<file path="src/hw/dual_dac_pkg.sv">
// constants shared by both ends of the dual channel converter serial link
// assumes a 40 MHz system clock on both ends
`default_nettype none
package dual_dac_pkg;
   localparam int          WORD_BITS      = 16;
   localparam int          DATA_BITS      = 12;
   localparam int          SEL_POS        = 12;
   localparam logic [4:0]  BIT_COUNT_LAST = 5'h10;
   localparam logic [11:0] LATCH_RESET    = 12'h000;
   localparam logic [15:0] SHIFT_RESET    = 16'h0000;
   // system clock period and link clock half period
   localparam int          SYS_CLK_NS     = 25;
   localparam int          SCLK_HALF_NS   = 100;
   localparam int          SCLK_HALF_CYC  = (SCLK_HALF_NS + SYS_CLK_NS - 1) / SYS_CLK_NS;
   localparam logic [3:0]  SCLK_HALF_Q    = 4'(SCLK_HALF_CYC - 1);
endpackage
`default_nettype wire

</file>
<file path="src/hw/dual_dac_link_if.sv">
// three wire serial link plus load strobe and clear between host and converter
// assumes both ends on sys_clk domain; link pins are plain levels
`default_nettype none
interface dual_dac_link_if;
   logic serial_clock;
   logic serial_data_in;
   logic frame_sync_n;
   logic load_latch_n;
   logic clear_n;
   modport device (input serial_clock, serial_data_in, frame_sync_n, load_latch_n, clear_n);
   modport host   (output serial_clock, serial_data_in, frame_sync_n, load_latch_n, clear_n);
endinterface
`default_nettype wire

</file>
<file path="src/hw/dual_dac_device.sv">
// serial loader of the dual channel converter: shift register and two latches
// assumes link pins asynchronous to sys_clk_i; they are synchronised here
`default_nettype none
// Summary of operation
// one shared shift register, two latches
// sample a bit per falling clock edge
// counter stops shifting after 16 bits
// host raises sync after full word
// thirteenth bit selects channel A or B
// only last 12 bits reach latch
// host sends three spare, select, data MSB first
// load strobe level sampled at sync fall
// strobe low: update on sixteenth edge
// strobe high: update on strobe falling edge
// host raises strobe before next frame
// sync falling restarts the shift logic
// clear empties shift register, zeroes latches
// unselected latch keeps its contents
// strobed mode holds word until strobe
module dual_dac_device (
   // system
   input  wire logic        sys_clk_i,
   input  wire logic        rst_i,
   input  wire logic        clk_en_i,
   // link
   dual_dac_link_if.device  link,
   // channel latch contents
   output logic [11:0]      latch_a_o,
   output logic [11:0]      latch_b_o
);
   ////////////////////////////////////////////////////////////////////////////
   // pin positions inside the synchroniser vector
   localparam int         PIN_COUNT = 5;
   localparam int         PIN_SCLK  = 0;
   localparam int         PIN_DATA  = 1;
   localparam int         PIN_SYNC  = 2;
   localparam int         PIN_LOAD  = 3;
   localparam int         PIN_CLEAR = 4;
   // level each pin rests at while idle: data low, every other pin high,
   // so no false edge is seen when reset is let go
   localparam logic [4:0] PIN_IDLE  = 5'h1d;

   // raw pins, synchronised levels and their copies one cycle older
   logic [4:0]  pins_raw;
   wire  [4:0]  pin_now;
   wire  [4:0]  pin_old;
   // shift register, bit counter and update mode
   logic [15:0] shift_q;
   logic [4:0]  count_q;
   logic        auto_q;
   logic        pending_q;
   // decoded link events and levels; the edge events are valid for one enabled system clock
   logic        sclk_fall;
   logic        sync_fall;
   logic        load_fall;
   logic        clear_req;
   logic        in_frame;
   logic        can_shift;
   logic        last_bit;
   // word as it stands once the current bit is shifted in
   logic [15:0] word_d;
   // latch load request and the word it takes its bits from
   logic        auto_load;
   logic        strobe_load;
   logic        any_load;
   logic [15:0] load_word;

   ////////////////////////////////////////////////////////////////////////////
   // a synchronised pin that was high one cycle ago and is low now
   function automatic logic went_low(input logic was, input logic now);
      return was & ~now;
   endfunction

   // bit 12 of a received word picks channel B when set, A when clear
   function automatic logic picks_b(input logic [15:0] word);
      return word[dual_dac_pkg::SEL_POS];
   endfunction

   // the twelve data bits of a word; the four leading bits never reach a latch
   function automatic logic [11:0] data_of(input logic [15:0] word);
      return word[dual_dac_pkg::DATA_BITS-1:0];
   endfunction

   ////////////////////////////////////////////////////////////////////////////
   // every link pin arrives unrelated to sys_clk_i
   assign pins_raw = {link.clear_n, link.load_latch_n, link.frame_sync_n,
                      link.serial_data_in, link.serial_clock};

   // two flip-flops per pin, then one more stage for edge finding; only the
   // second stage and the stage behind it are read, never the first
   for (genvar i = 0; i < PIN_COUNT; i++) begin : g_pin
      logic meta_q;
      logic sync_q;
      logic old_q;
      always_ff @(posedge sys_clk_i) begin
         if (rst_i) begin
            meta_q <= PIN_IDLE[i];
            sync_q <= PIN_IDLE[i];
            old_q  <= PIN_IDLE[i];
         end else if (clk_en_i) begin
            meta_q <= pins_raw[i];
            sync_q <= meta_q;
            old_q  <= sync_q;
         end
      end
      assign pin_now[i] = sync_q;
      assign pin_old[i] = old_q;
   end

   ////////////////////////////////////////////////////////////////////////////
   // link events; each edge event lasts exactly one enabled system clock, clear_req follows the clear level
   assign sclk_fall = went_low(pin_old[PIN_SCLK], pin_now[PIN_SCLK]);
   assign sync_fall = went_low(pin_old[PIN_SYNC], pin_now[PIN_SYNC]);
   assign load_fall = went_low(pin_old[PIN_LOAD], pin_now[PIN_LOAD]);
   assign clear_req = ~pin_now[PIN_CLEAR];
   // the cycle of the sync fall belongs to the restart, not to the frame
   assign in_frame  = ~pin_now[PIN_SYNC] & ~sync_fall;
   // shifting stops once the counter has reached sixteen
   assign can_shift = in_frame & sclk_fall & (count_q != dual_dac_pkg::BIT_COUNT_LAST);
   assign last_bit  = can_shift & (count_q == dual_dac_pkg::BIT_COUNT_LAST - 5'h1);
   // data bit is taken from the same synchroniser depth as the clock, so the
   // level seen is the one the host set half a link period before the fall
   assign word_d    = {shift_q[14:0], pin_now[PIN_DATA]};

   ////////////////////////////////////////////////////////////////////////////
   // shared shift register: one bit per falling link clock inside a frame
   always_ff @(posedge sys_clk_i) begin
      if (rst_i) begin
         shift_q <= dual_dac_pkg::SHIFT_RESET;
      end else if (clk_en_i) begin
         if (clear_req) begin
            shift_q <= dual_dac_pkg::SHIFT_RESET;
         end else if (can_shift) begin
            shift_q <= word_d;
         end
      end
   end

   // bit counter: a sync fall restarts it, sixteen shifts park it so that
   // later pulses of a free running link clock do nothing
   always_ff @(posedge sys_clk_i) begin
      if (rst_i) begin
         count_q <= dual_dac_pkg::BIT_COUNT_LAST;
      end else if (clk_en_i) begin
         if (clear_req) begin
            count_q <= dual_dac_pkg::BIT_COUNT_LAST;
         end else if (sync_fall) begin
            count_q <= 5'h0;
         end else if (can_shift) begin
            count_q <= count_q + 5'h1;
         end
      end
   end

   ////////////////////////////////////////////////////////////////////////////
   // update mode: the strobe level at the sync fall picks it for the frame
   always_ff @(posedge sys_clk_i) begin
      if (rst_i) begin
         auto_q <= 1'b0;
      end else if (clk_en_i) begin
         if (clear_req) begin
            auto_q <= 1'b0;
         end else if (sync_fall) begin
            auto_q <= ~pin_now[PIN_LOAD];
         end
      end
   end

   // strobed word waiting for its strobe; a strobe fall with no complete word
   // behind it is ignored, and the last bit wins over a strobe in one cycle
   always_ff @(posedge sys_clk_i) begin
      if (rst_i) begin
         pending_q <= 1'b0;
      end else if (clk_en_i) begin
         if (clear_req || sync_fall) begin
            pending_q <= 1'b0;
         end else if (last_bit && !auto_q) begin
            pending_q <= 1'b1;
         end else if (load_fall) begin
            pending_q <= 1'b0;
         end
      end
   end

   ////////////////////////////////////////////////////////////////////////////
   // a latch loads either on the last bit in automatic mode or on the strobe
   // fall in strobed mode; in strobed mode the word is read from the shift
   // register, which holds still until the next sync fall
   assign auto_load   = last_bit & auto_q;
   assign strobe_load = pending_q & load_fall;
   assign any_load    = auto_load | strobe_load;
   assign load_word   = auto_load ? word_d : shift_q;

   // channel A latch: loads only when the select bit is clear
   always_ff @(posedge sys_clk_i) begin
      if (rst_i) begin
         latch_a_o <= dual_dac_pkg::LATCH_RESET;
      end else if (clk_en_i) begin
         if (clear_req) begin
            latch_a_o <= dual_dac_pkg::LATCH_RESET;
         end else if (any_load && !picks_b(load_word)) begin
            latch_a_o <= data_of(load_word);
         end
      end
   end

   // channel B latch: loads only when the select bit is set; a load meant for
   // the other channel leaves it untouched
   always_ff @(posedge sys_clk_i) begin
      if (rst_i) begin
         latch_b_o <= dual_dac_pkg::LATCH_RESET;
      end else if (clk_en_i) begin
         if (clear_req) begin
            latch_b_o <= dual_dac_pkg::LATCH_RESET;
         end else if (any_load && picks_b(load_word)) begin
            latch_b_o <= data_of(load_word);
         end
      end
   end
endmodule
`default_nettype wire

</file>
<file path="src/flat_wrapper.sv">
// flat-port wrapper written by rule: the top's interface ports become plain ports
module dual_dac_device_flat 
  (sys_clk_i, rst_i, clk_en_i, latch_a_o, latch_b_o, link_serial_clock, link_serial_data_in, link_frame_sync_n, link_load_latch_n, link_clear_n);
  dual_dac_link_if link_i ();
  input  wire logic sys_clk_i;
  input  wire logic rst_i;
  input  wire logic clk_en_i;
  output logic [11:0] latch_a_o;
  output logic [11:0] latch_b_o;
  input wire logic [$bits(link_i.serial_clock)-1:0] link_serial_clock;
  input wire logic [$bits(link_i.serial_data_in)-1:0] link_serial_data_in;
  input wire logic [$bits(link_i.frame_sync_n)-1:0] link_frame_sync_n;
  input wire logic [$bits(link_i.load_latch_n)-1:0] link_load_latch_n;
  input wire logic [$bits(link_i.clear_n)-1:0] link_clear_n;
  assign link_i.serial_clock = link_serial_clock;
  assign link_i.serial_data_in = link_serial_data_in;
  assign link_i.frame_sync_n = link_frame_sync_n;
  assign link_i.load_latch_n = link_load_latch_n;
  assign link_i.clear_n = link_clear_n;
  dual_dac_device u_core (.sys_clk_i(sys_clk_i), .rst_i(rst_i), .clk_en_i(clk_en_i), .link(link_i), .latch_a_o(latch_a_o), .latch_b_o(latch_b_o));
endmodule
</file>
<file path="config.mk">
export PLATFORM = sky130hd
export DESIGN_NAME = dual_dac_device_flat
export DESIGN_NICKNAME = d
export VERILOG_FILES = /design/src/hw/dual_dac_pkg.sv /design/src/hw/dual_dac_link_if.sv /design/src/hw/dual_dac_device.sv /design/src/flat_wrapper.sv
export SDC_FILE = /design/constraint.sdc
export NUM_CORES = 1
export LEC_CHECK = 0
export BUFFER_PORTS_ARGS = -buffer_cell sky130_fd_sc_hd__buf_2
export CAP_MARGIN = 20
export CORE_MARGIN = 2
export CORE_UTILIZATION = 40
export DETAILED_ROUTE_END_ITERATION = 10
export PLACE_DENSITY_LB_ADDON = 0.2
export SETUP_SLACK_MARGIN = 0.4
export SLEW_MARGIN = 40
export SYNTH_ARGS = -nofsm -noshare
export SYNTH_HDL_FRONTEND = slang
export SYNTH_SLANG_ARGS = --single-unit
</file>
<file path="constraint.sdc">
create_clock -name sys_clk_i -period 3.1 [get_ports sys_clk_i]
set_input_delay 0.31 -clock sys_clk_i [delete_from_list [all_inputs] [get_ports sys_clk_i]]
set_output_delay 0.31 -clock sys_clk_i [all_outputs]
set_load 0.1 [all_outputs]
</file>
==> flow_summary.ini, run 1 <==
[status]
status = complete, no violations

[cells_and_area]
diodes = 0
fillers = 604
syn_to_final_growth_pct = 16.92
fin_nets = 308
drive_gt1_frac = 0.2185

[sta]
fin_skew_ns = 0.006275
worst_slew_pin_slew_ns = 0.7744
final_max_slew_viol_count = 0
post-route-period-util = 0.7882
max_slew_margin = 0.4837
min_period_ns = 2.443
setup_tns_ns = 0
timing.fmax_mhz = 409.3
setup_viol_count_final = 0
rsz0062_at_grt = no
whs_ns = 0.1864
hold_violations = 0

[synth]
netlist_instances = 267
ys_async_sr_fraction = 0
ys_ff_latch = 57
avgSynthCellArea_um2 = 9.335
synth_cell_type_count = 36
seq_area_frac_synth = 0.4578
netlist_area_mm2 = 0.002492
synth_edf_count = 0
synthesis.nets = 278
synth_warnings = 0
ys.flop_type = dfxtp_1

[route]
drtPass1Iterations = 4
ant_nets = 0
vias_per_cell = 4.958
routed_wl_um = 5058
wire_per_inst_um = 13.42
drt_iter0_markers = 97
vias = 1869
drc = 0

[grt]
grt_max_degree = 38
grt_pass1_wl_um = 8535
track_usage = 0.1537
grt.overflow.total = 0
grt_antenna_before_repair = 0
grt_pass1_vias = 1809

[placement]
dp_hpwl_um = 3407
gp_congestion = 0.7978
io_buffers = 31

[die]
core_mm2 = 0.005956
num_rows = 28
initial_core_util = 0.4185
io_pins = 32
die-area_mm2 = 0.006878
die_h_um = 82.94
die_w_um = 82.94

[setup_path]
cp_data_required_time_ns = 3.35
path_cells = ha_1, and3_1, ha_1, and2_1, and3_1, a311oi_4, buf_4, mux2i_1
path_class = reg2reg
start_kind = flip-flop
worst-path-max-fanout = 14
crit_slowest_cell = and3_1
path_delay_family = simple AND/OR/NAND/NOR gates
reg2regPathDepth = 8
path_depth = 8
critPathCaptureType = flip-flop
arrival_ns = 2.69
crit_buf_inv = 1
crit_path_max_incr_delay_ns = 0.41

[clock_tree]
ctsHoldBuffers = 0
cts-htree-levels = 3
clock_path_buffers = 2
cts_buffers = 9
clk_pin_slew_worst_paths_ns = 0.07
clock_latency_ns = 0.33
cts-root-buf = clkbuf_8
clock_sinks = 57
cts-resized-gates = 0
cts_tree = done
post-cts-setup-buffers = 0

[pwr]
clkPwrFrac = 0.490
power.leakage_nw = 1.219
switchingPower_mw = 0.3446
intPower_mw = 1.258
p_seq_frac = 0.466
p_sw_frac = 0.2150
p_comb_frac = 0.044
vdd_drop_max_mv = 0.2975
power-per-cell-area_mw_per_mm2 = 549.9

[worst_hold_path]
hold_path_class = in2reg
holdPathStages = 3

[run]
max-cap-violations = 0
[state kept, by name (all words and copies together) (netlist names)]
register,count
u_core.g_pin.meta_q,5
u_core.latch_a_o,12
u_core.shift_q,13
u_core.g_pin.old_q,3
u_core.pending_q,1
u_core.g_pin.sync_q,5
u_core.count_q,5
u_core.auto_q,1
u_core.latch_b_o,12
[final timing paths]
path,from,endpoint,slack [ns]
worst max-delay path,u_core.count_q[1],u_core.latch_a_o[10],0.66
worst min-delay path,link_serial_clock,u_core.g_pin[0].meta_q,0.19
worst max register to register,u_core.count_q[1],u_core.latch_a_o[10],0.66
worst min register to register,u_core.latch_b_o[5],u_core.latch_b_o[5],0.45
[final cells by class]
class,instances,area (um2),area share
clock buffer,11,151.4,0.05195
multi-input combinational,185,1231,0.4225
clock inverter,5,77.57,0.02662
timing repair buffer,35,185.2,0.06355
sequential,57,1141,0.3916
inverter,9,33.78,0.01159
tap,75,93.84,0.03220
[metrics by stage]
stage	setup WS (ns)	cells	util	area [um2]	power, mW
2_1_floorplan	0.9855	267	-	2492	0.8163
3_3_place_gp	0.7756	361	0.4504	2683	0.8334
3_5_place_dp	0.6808	361	0.4504	2683	0.8334
4_1_cts	0.6532	377	0.4889	2912	1.618
5_1_grt	0.4903	377	0.4893	2914	1.660
6_report	0.6566	377	0.4893	2914	1.603
[power by group through the flow]
stage	registers [mW]	logic, mW	clock network, mW
after global placement	0.763	0.0704	0
after global routing	0.747	0.0782	0.835
after floorplan	0.761	0.0551	0
after detailed placement	0.763	0.0703	0
final	0.747	0.0708	0.785
after CTS	0.747	0.0709	0.800
[kinds of logic after synthesis]
kind of cell | count (synthesis) | synth area share
mux | 47 | 0.1933
fa+ha+maj | 3 | 0.01506
xor+xnor | 2 | 0.007029
simple gates | 91 | 0.1697
flops | 57 | 0.4578
compound gates | 42 | 0.1079
buf+inv | 25 | 0.04920
[cells in the mapped netlist, types with 2 or more instances]
| cell | instances | share of area |
|---|---|---|
| a21oi_1 | 17 | 0.034 |
| a311oi_1 | 2 | 0.0070 |
| and2_1 | 5 | 0.013 |
| and3_1 | 2 | 0.0050 |
| buf_1 | 2 | 0.0030 |
| buf_2 | 2 | 0.0040 |
| buf_6 | 3 | 0.014 |
| clkbuf_1 | 8 | 0.012 |
| dfxtp_1 | 57 | 0.46 |
| ha_1 | 3 | 0.015 |
| inv_1 | 8 | 0.012 |
| mux2_2 | 9 | 0.041 |
| mux2i_1 | 38 | 0.15 |
| nand2_1 | 61 | 0.092 |
| nand3_1 | 3 | 0.0060 |
| nor2_1 | 9 | 0.014 |
| nor2b_1 | 3 | 0.0075 |
| o21ai_0 | 16 | 0.032 |
| or4_1 | 2 | 0.0060 |
[per-layer routing]
layer	share of wire	global-route usage
met1	0.53	0.2092
met5	0	0
met4	0.017	0.07004
met3	0.038	0.05169
met2	0.41	0.2192
[placed cells by master, fill, tap and decap left out, drive strengths merged]
cell / instances
xnor2: 1
dfxtp: 57
o311ai: 1
nor2: 9
a21oi: 17
mux2i: 38
ha: 3
and2: 5
nand2: 61
a311o: 1
mux2: 9
clkinv: 2
or3b: 1
buf: 35
or4: 2
a32oi: 1
and4: 1
xor2: 1
nand4bb: 1
and3: 2
o21ai: 16
nand3: 3
clkbuf: 11
clkinvlp: 1
a211oi: 1
bufinv: 2
inv: 9
nand4b: 1
o211ai: 1
o31ai: 1
nor4b: 1
a311oi: 3
nand4: 1
nor2b: 3
[worst reg2reg max path, stage by stage, from the launching register on]
cell	delay, ns
dfxtp_1	0.34
ha_1	0.19
and3_1	0.18
ha_1	0.18
and2_1	0.18
and3_1	0.41
a311oi_4	0.37
buf_4	0.28
mux2i_1	0.24
No activity file was read; power rests on OpenSTA's default activity.
==> inputs of run 2 (changes only) <==
==> constraint.sdc (replaced) <==
create_clock -name sys_clk_i -period 2.05 [get_ports sys_clk_i]
set_input_delay 0.205 -clock sys_clk_i [delete_from_list [all_inputs] [get_ports sys_clk_i]]
set_output_delay 0.205 -clock sys_clk_i [all_outputs]
set_load 0.1 [all_outputs]
==> run 2 against run 1 <==
Cell count up 3.4%. Register-to-register slack got worse by 0.56 ns. Clock power up 75%. First-iteration DRC count grew 18%. Combinational power up 94%. Total power rose by 64%. Sequential power increased by 51%. Global-route usage rose by 1.4 points. Critical path type unchanged. Critical endpoint is now u_core.count_q[1]. Largest power group unchanged.
==> flow_summary.ini, run 2 (synthesis gave the netlist of run 1 again) <==
[cells_and_area]
fillers = 570
top_register = u_core.shift_q
fin_util = 0.5473
layout_common_cells = nand2_1, dfxtp_1, mux2i_1
multi_input_area_mm2 = 0.001375
diodes = 0
syn_to_final_growth_pct = 30.77
seq_area_mm2 = 0.001146
drive_gt1_frac = 0.3016
final_common_cell = nand2_1
fin_nets = 321
fin_cells = 390
largest_register_ffs = 13
reg_top3 = u_core.shift_q x13, u_core.latch_a_o x12, u_core.latch_b_o x12

[setup_path]
worst-path-max-fanout = 5
critPathCaptureType = flip-flop
path_cells = buf_4, buf_6, inv_4, ha_4, nand4bb_4, buf_6, buf_8, nand3_4, or4_4, a21oi_2
cp_data_required_time_ns = 2.31
path_class = reg2reg
path_delay_family = simple AND/OR/NAND/NOR gates
arrival_ns = 2.21
crit_buf_inv = 5
crit_slowest_cell = or4_4
cpMostUsedCell = buf_6
crit_path_max_incr_delay_ns = 0.53
start_kind = flip-flop

[placement]
gp_congestion = 0.8022
dp_cells = 366
pre_cts_ws_ns = 0.1235
io_buffers = 31
dp_hpwl_um = 3674

[route]
vias = 1974
routed_wl_um = 5498
vias_per_cell = 5.062
drtPass1Iterations = 4
ant_nets = 0
drt_iter0_markers = 114
wire_per_inst_um = 14.10
drc = 0

[die]
io_pins = 32
initial_core_util = 0.4185
die-area_mm2 = 0.006878
core_mm2 = 0.005956
num_rows = 28
die_h_um = 82.94
die_w_um = 82.94

[sta]
final_max_slew_viol_count = 0
setup_tns_ns = 0
min_period_ns = 1.955
max_slew_margin = 0.6558
whs_ns = 0.07664
post-route-period-util = 0.9537
setup_viol_count_final = 0
worst_slew_pin_slew_ns = 0.5153
rsz0062_at_grt = yes
hold_violations = 0
timing.fmax_mhz = 511.5
layout_setup_ws_ns = 0.09483
fin_skew_ns = 0.007773

[grt]
grt_max_degree = 28
track_usage = 0.1675
grt_pass1_vias = 1926
grt_antenna_before_repair = 0
grt_pass1_wl_um = 9335
grt.overflow.total = 0

[run]
max-cap-violations = 0

[pwr]
vdd_drop_max_mv = 0.5223
power.leakage_nw = 1.370
power-per-cell-area_mw_per_mm2 = 807.5

[worst_hold_path]
hold_path_class = in2reg

[clock_tree]
cts_buffers = 9
cts-htree-levels = 3
clk_pin_slew_worst_paths_ns = 0.07
clock_latency_ns = 0.34
cts-root-buf = clkbuf_8
cts_tree = done
clock_path_buffers = 2
clock_sinks = 57

[status]
status = complete, no violations
## run 2: layout make-up
cell class	count	area share
timing repair buffer	48	0.1075
multi-input combinational	185	0.4219
sequential	57	0.3516
clock inverter	6	0.03992
inverter	9	0.01113
clock buffer	10	0.03916
tap	75	0.02879
## run 2: report_power, final
| part | internal [mW] | switching, mW |
|---|---|---|
| clock | 0.926 | 0.440 |
| combinational | 0.0559 | 0.0806 |
| sequential | 1.12 | 0.0103 |
## run 2: per-layer routing
layer  wire length, um  share of wire  vias to the layer above  GRT usage
li1                  -              -                      999          -
met1              2430           0.44                      934     0.1953
met2              2786           0.51                       33     0.2881
met3               226          0.041                        8    0.06064
met4                55          0.010                        0    0.04918
met5                 0              0                        -          0
## run 2: through the flow
stage	area, um2	total power [mW]
2_1_floorplan	2525	1.236
3_3_place_gp	2774	1.270
3_5_place_dp	2774	1.271
4_1_cts	3139	2.651
5_1_grt	3259	2.719
6_report	3259	2.632
## run 2: path summary, 6_finish.rpt
kind                  startpoint                     end  slack (ns)  cells past startpoint
max            u_core.count_q[1]       u_core.count_q[1]        0.09                     10
min            link_serial_clock  u_core.g_pin[0].meta_q        0.08                      3
max reg2reg    u_core.count_q[1]       u_core.count_q[1]        0.09                     10
min reg2reg  u_core.latch_a_o[3]     u_core.latch_a_o[3]        0.46                      2
## run 2: worst register-to-register path, cell delays in order, from the launching register on
cell and delay (ns):
dfxtp_4 0.36, buf_4 0.11, buf_6 0.10, inv_4 0.03, ha_4 0.15, nand4bb_4 0.12, buf_6 0.11, buf_8 0.12
nand3_4 0.09, or4_4 0.54, a21oi_2 0.16
## run 2: what timing repair did
action / in CTS / in global routing
setup endpoints to repair: 41 / 41
gates resized for setup: 14 / 22
buffers inserted: 2 / 4
hold buffers: 0 / 0
pin swaps: 4 / 4
gates cloned: 1 / 1
==> inputs of run 3 (changes only) <==
==> constraint.sdc (replaced) <==
create_clock -name sys_clk_i -period 2.05 [get_ports sys_clk_i]
set_input_delay 0.41 -clock sys_clk_i [delete_from_list [all_inputs] [get_ports sys_clk_i]]
set_output_delay 0.41 -clock sys_clk_i [all_outputs]
set_load 0.1 [all_outputs]
==> run 3 against run 2 <==
Cell count down 0.26%. Combinational power increased by 5%. Maximum frequency is 1.1% higher. Clock skew is essentially flat. Setup slack gained 0.022 ns. Sequential share of layout area rose by 1.3 points. Core utilization down 1.8 points. Count of clock-buffer cells in the layout unchanged. Via count is 1.8% higher. Critical endpoint is now u_core.latch_b_o[5]. Highest routed layer unchanged.
==> flow_summary.ini, run 3 (synthesis gave the netlist of run 1 again) <==
[pwr]
p_comb_frac = 0.062
vdd_drop_max_mv = 0.4949
finalPower_mw = 2.314
p_sw_frac = 0.2378
intPower_mw = 1.764
switchingPower_mw = 0.5502
p_seq_frac = 0.487
power.leakage_nw = 1.304
power-per-cell-area_mw_per_mm2 = 733.6
clkPwrFrac = 0.451

[setup_path]
r2r-start = u_core.count_q[1]
start_kind = flip-flop
path_depth = 8
arrival_ns = 2.15
setup.worst_path.start = u_core.count_q[1]
path_class = reg2reg
path_cells = ha_4, and3_4, ha_4, and2_4, and3_4, a311o_4, buf_12, mux2i_1
path_delay_family = simple AND/OR/NAND/NOR gates
reg2regPathDepth = 8
regToRegSetupSlack_ns = 0.12
r2r-end = u_core.latch_b_o[5]
worst-path-max-fanout = 7
crit_buf_inv = 1
critPathCaptureType = flip-flop
setup.worst_path.end = u_core.latch_b_o[5]
cp_data_required_time_ns = 2.27
crit_slowest_cell = dfxtp_4
crit_path_max_incr_delay_ns = 0.37

[placement]
pre_cts_ws_ns = 0.1433
placed_area_mm2 = 0.002794
dp_hpwl_um = 3651
gp_congestion = 0.7897
io_buffers = 31

[worst_hold_path]
min_from = link_clear_n
hold_path_class = in2reg

[clock_tree]
clk_pin_slew_worst_paths_ns = 0.07
cts-htree-levels = 3
cts_buffers = 9
clock_path_buffers = 2
clock_sinks = 57
cts-root-buf = clkbuf_8
cts_tree = done
ctsHoldBuffers = 0
clock_latency_ns = 0.34

[run]
max-cap-violations = 0

[route]
routed_wl_um = 5593
drt_iter0_markers = 130
vias_per_cell = 5.165
ant_nets = 0
drc = 0
drtPass1Iterations = 4
vias = 2009
wire_per_inst_um = 14.38

[grt]
track_usage = 0.1697
grt_pass1_wl_um = 9418
grt.overflow.total = 0
grt_max_degree = 26
grt_antenna_before_repair = 0
grt_pass1_vias = 1937

[sta]
setup_viol_count_final = 0
setup_tns_ns = 0
final_max_slew_viol_count = 0
hold_violations = 0
rsz0062_at_grt = yes
fin_skew_ns = 0.007616
timing.fmax_mhz = 517.3
worst_slew_pin_slew_ns = 0.5175
max_slew_margin = 0.6543
layout_setup_ws_ns = 0.1167
min_period_ns = 1.933
post-route-period-util = 0.9431

[die]
die_h_um = 82.94
initial_core_util = 0.4185
io_pins = 32
num_rows = 28
core_mm2 = 0.005956
die-area_mm2 = 0.006878
die_w_um = 82.94

[cells_and_area]
fin_util = 0.5296
largest_register_ffs = 13
fin_nets = 320
syn_to_final_growth_pct = 26.56
final_cell_area_mm2 = 0.003154
layout_common_cells = nand2_1, dfxtp_1, mux2i_1
diodes = 0
reg_top3 = u_core.shift_q x13, u_core.latch_a_o x12, u_core.latch_b_o x12
top_register = u_core.shift_q
final_common_cell = nand2_1
drive_gt1_frac = 0.2962

[status]
status = complete, no violations
run 3: how the worst min path moves through the flow:
stage / to / slack [ns] / cells after the start
2_1_floorplan: u_core.pending_q / 0.43 / 2
3_3_place_gp: u_core.latch_b_o[4] / 0.44 / 2
3_5_place_dp: u_core.latch_b_o[3] / 0.44 / 2
4_1_cts: u_core.g_pin[4].meta_q / 0.27 / 3
5_1_grt: u_core.g_pin[2].meta_q / 0.27 / 3
6_report: u_core.g_pin[4].meta_q / 0.28 / 3
run 3: cell type report:
cell class,count,area (um2)
sequential,57,1151
clock inverter,6,57.56
inverter,9,33.78
tap,75,93.84
clock buffer,10,137.6
fill,562,2801
multi-input combinational,185,1331
timing repair buffer,47,349.1
run 3: what timing repair did:
item | CTS | global route
gates resized for setup | 8 | 11
cloned | 0 | 1
setup endpoints to repair | 41 | 30
hold endpoints to repair | 0 | 0
pin swaps | 1 | 4
buffers inserted | 3 | 2
run 3: through the flow:
| stage | hold slack, ns | instances |
|---|---|---|
| after global routing | 0.2724 | 389 |
| final | 0.2844 | 389 |
| after floorplan | 0.4318 | 267 |
| after CTS | 0.2686 | 386 |
| after global placement | 0.4425 | 367 |
| after detailed placement | 0.4447 | 367 |
run 3: power by group through the flow:
stage	Sequential, mW	Combinational [mW]	Clock, mW
detailed placement	1.15	0.122	0
floorplan	1.15	0.0849	0
CTS	1.13	0.131	1.07
global route	1.13	0.156	1.14
global placement	1.15	0.121	0
finish	1.13	0.144	1.04
run 3: worst register-to-register path: stages (launching register included):
cell and delay [ns]:
dfxtp_4 0.37, ha_4 0.16, and3_4 0.18, ha_4 0.15, and2_4 0.14, and3_4 0.20, a311o_4 0.35, buf_12 0.15
mux2i_1 0.11
run 3: routing by layer:
| metal | track usage | part of all wire |
|---|---|---|
| met2 | 0.2698 | 0.49 |
| met1 | 0.2079 | 0.46 |
| met3 | 0.05964 | 0.035 |
| met4 | 0.07303 | 0.016 |
| met5 | 0 | 0 |
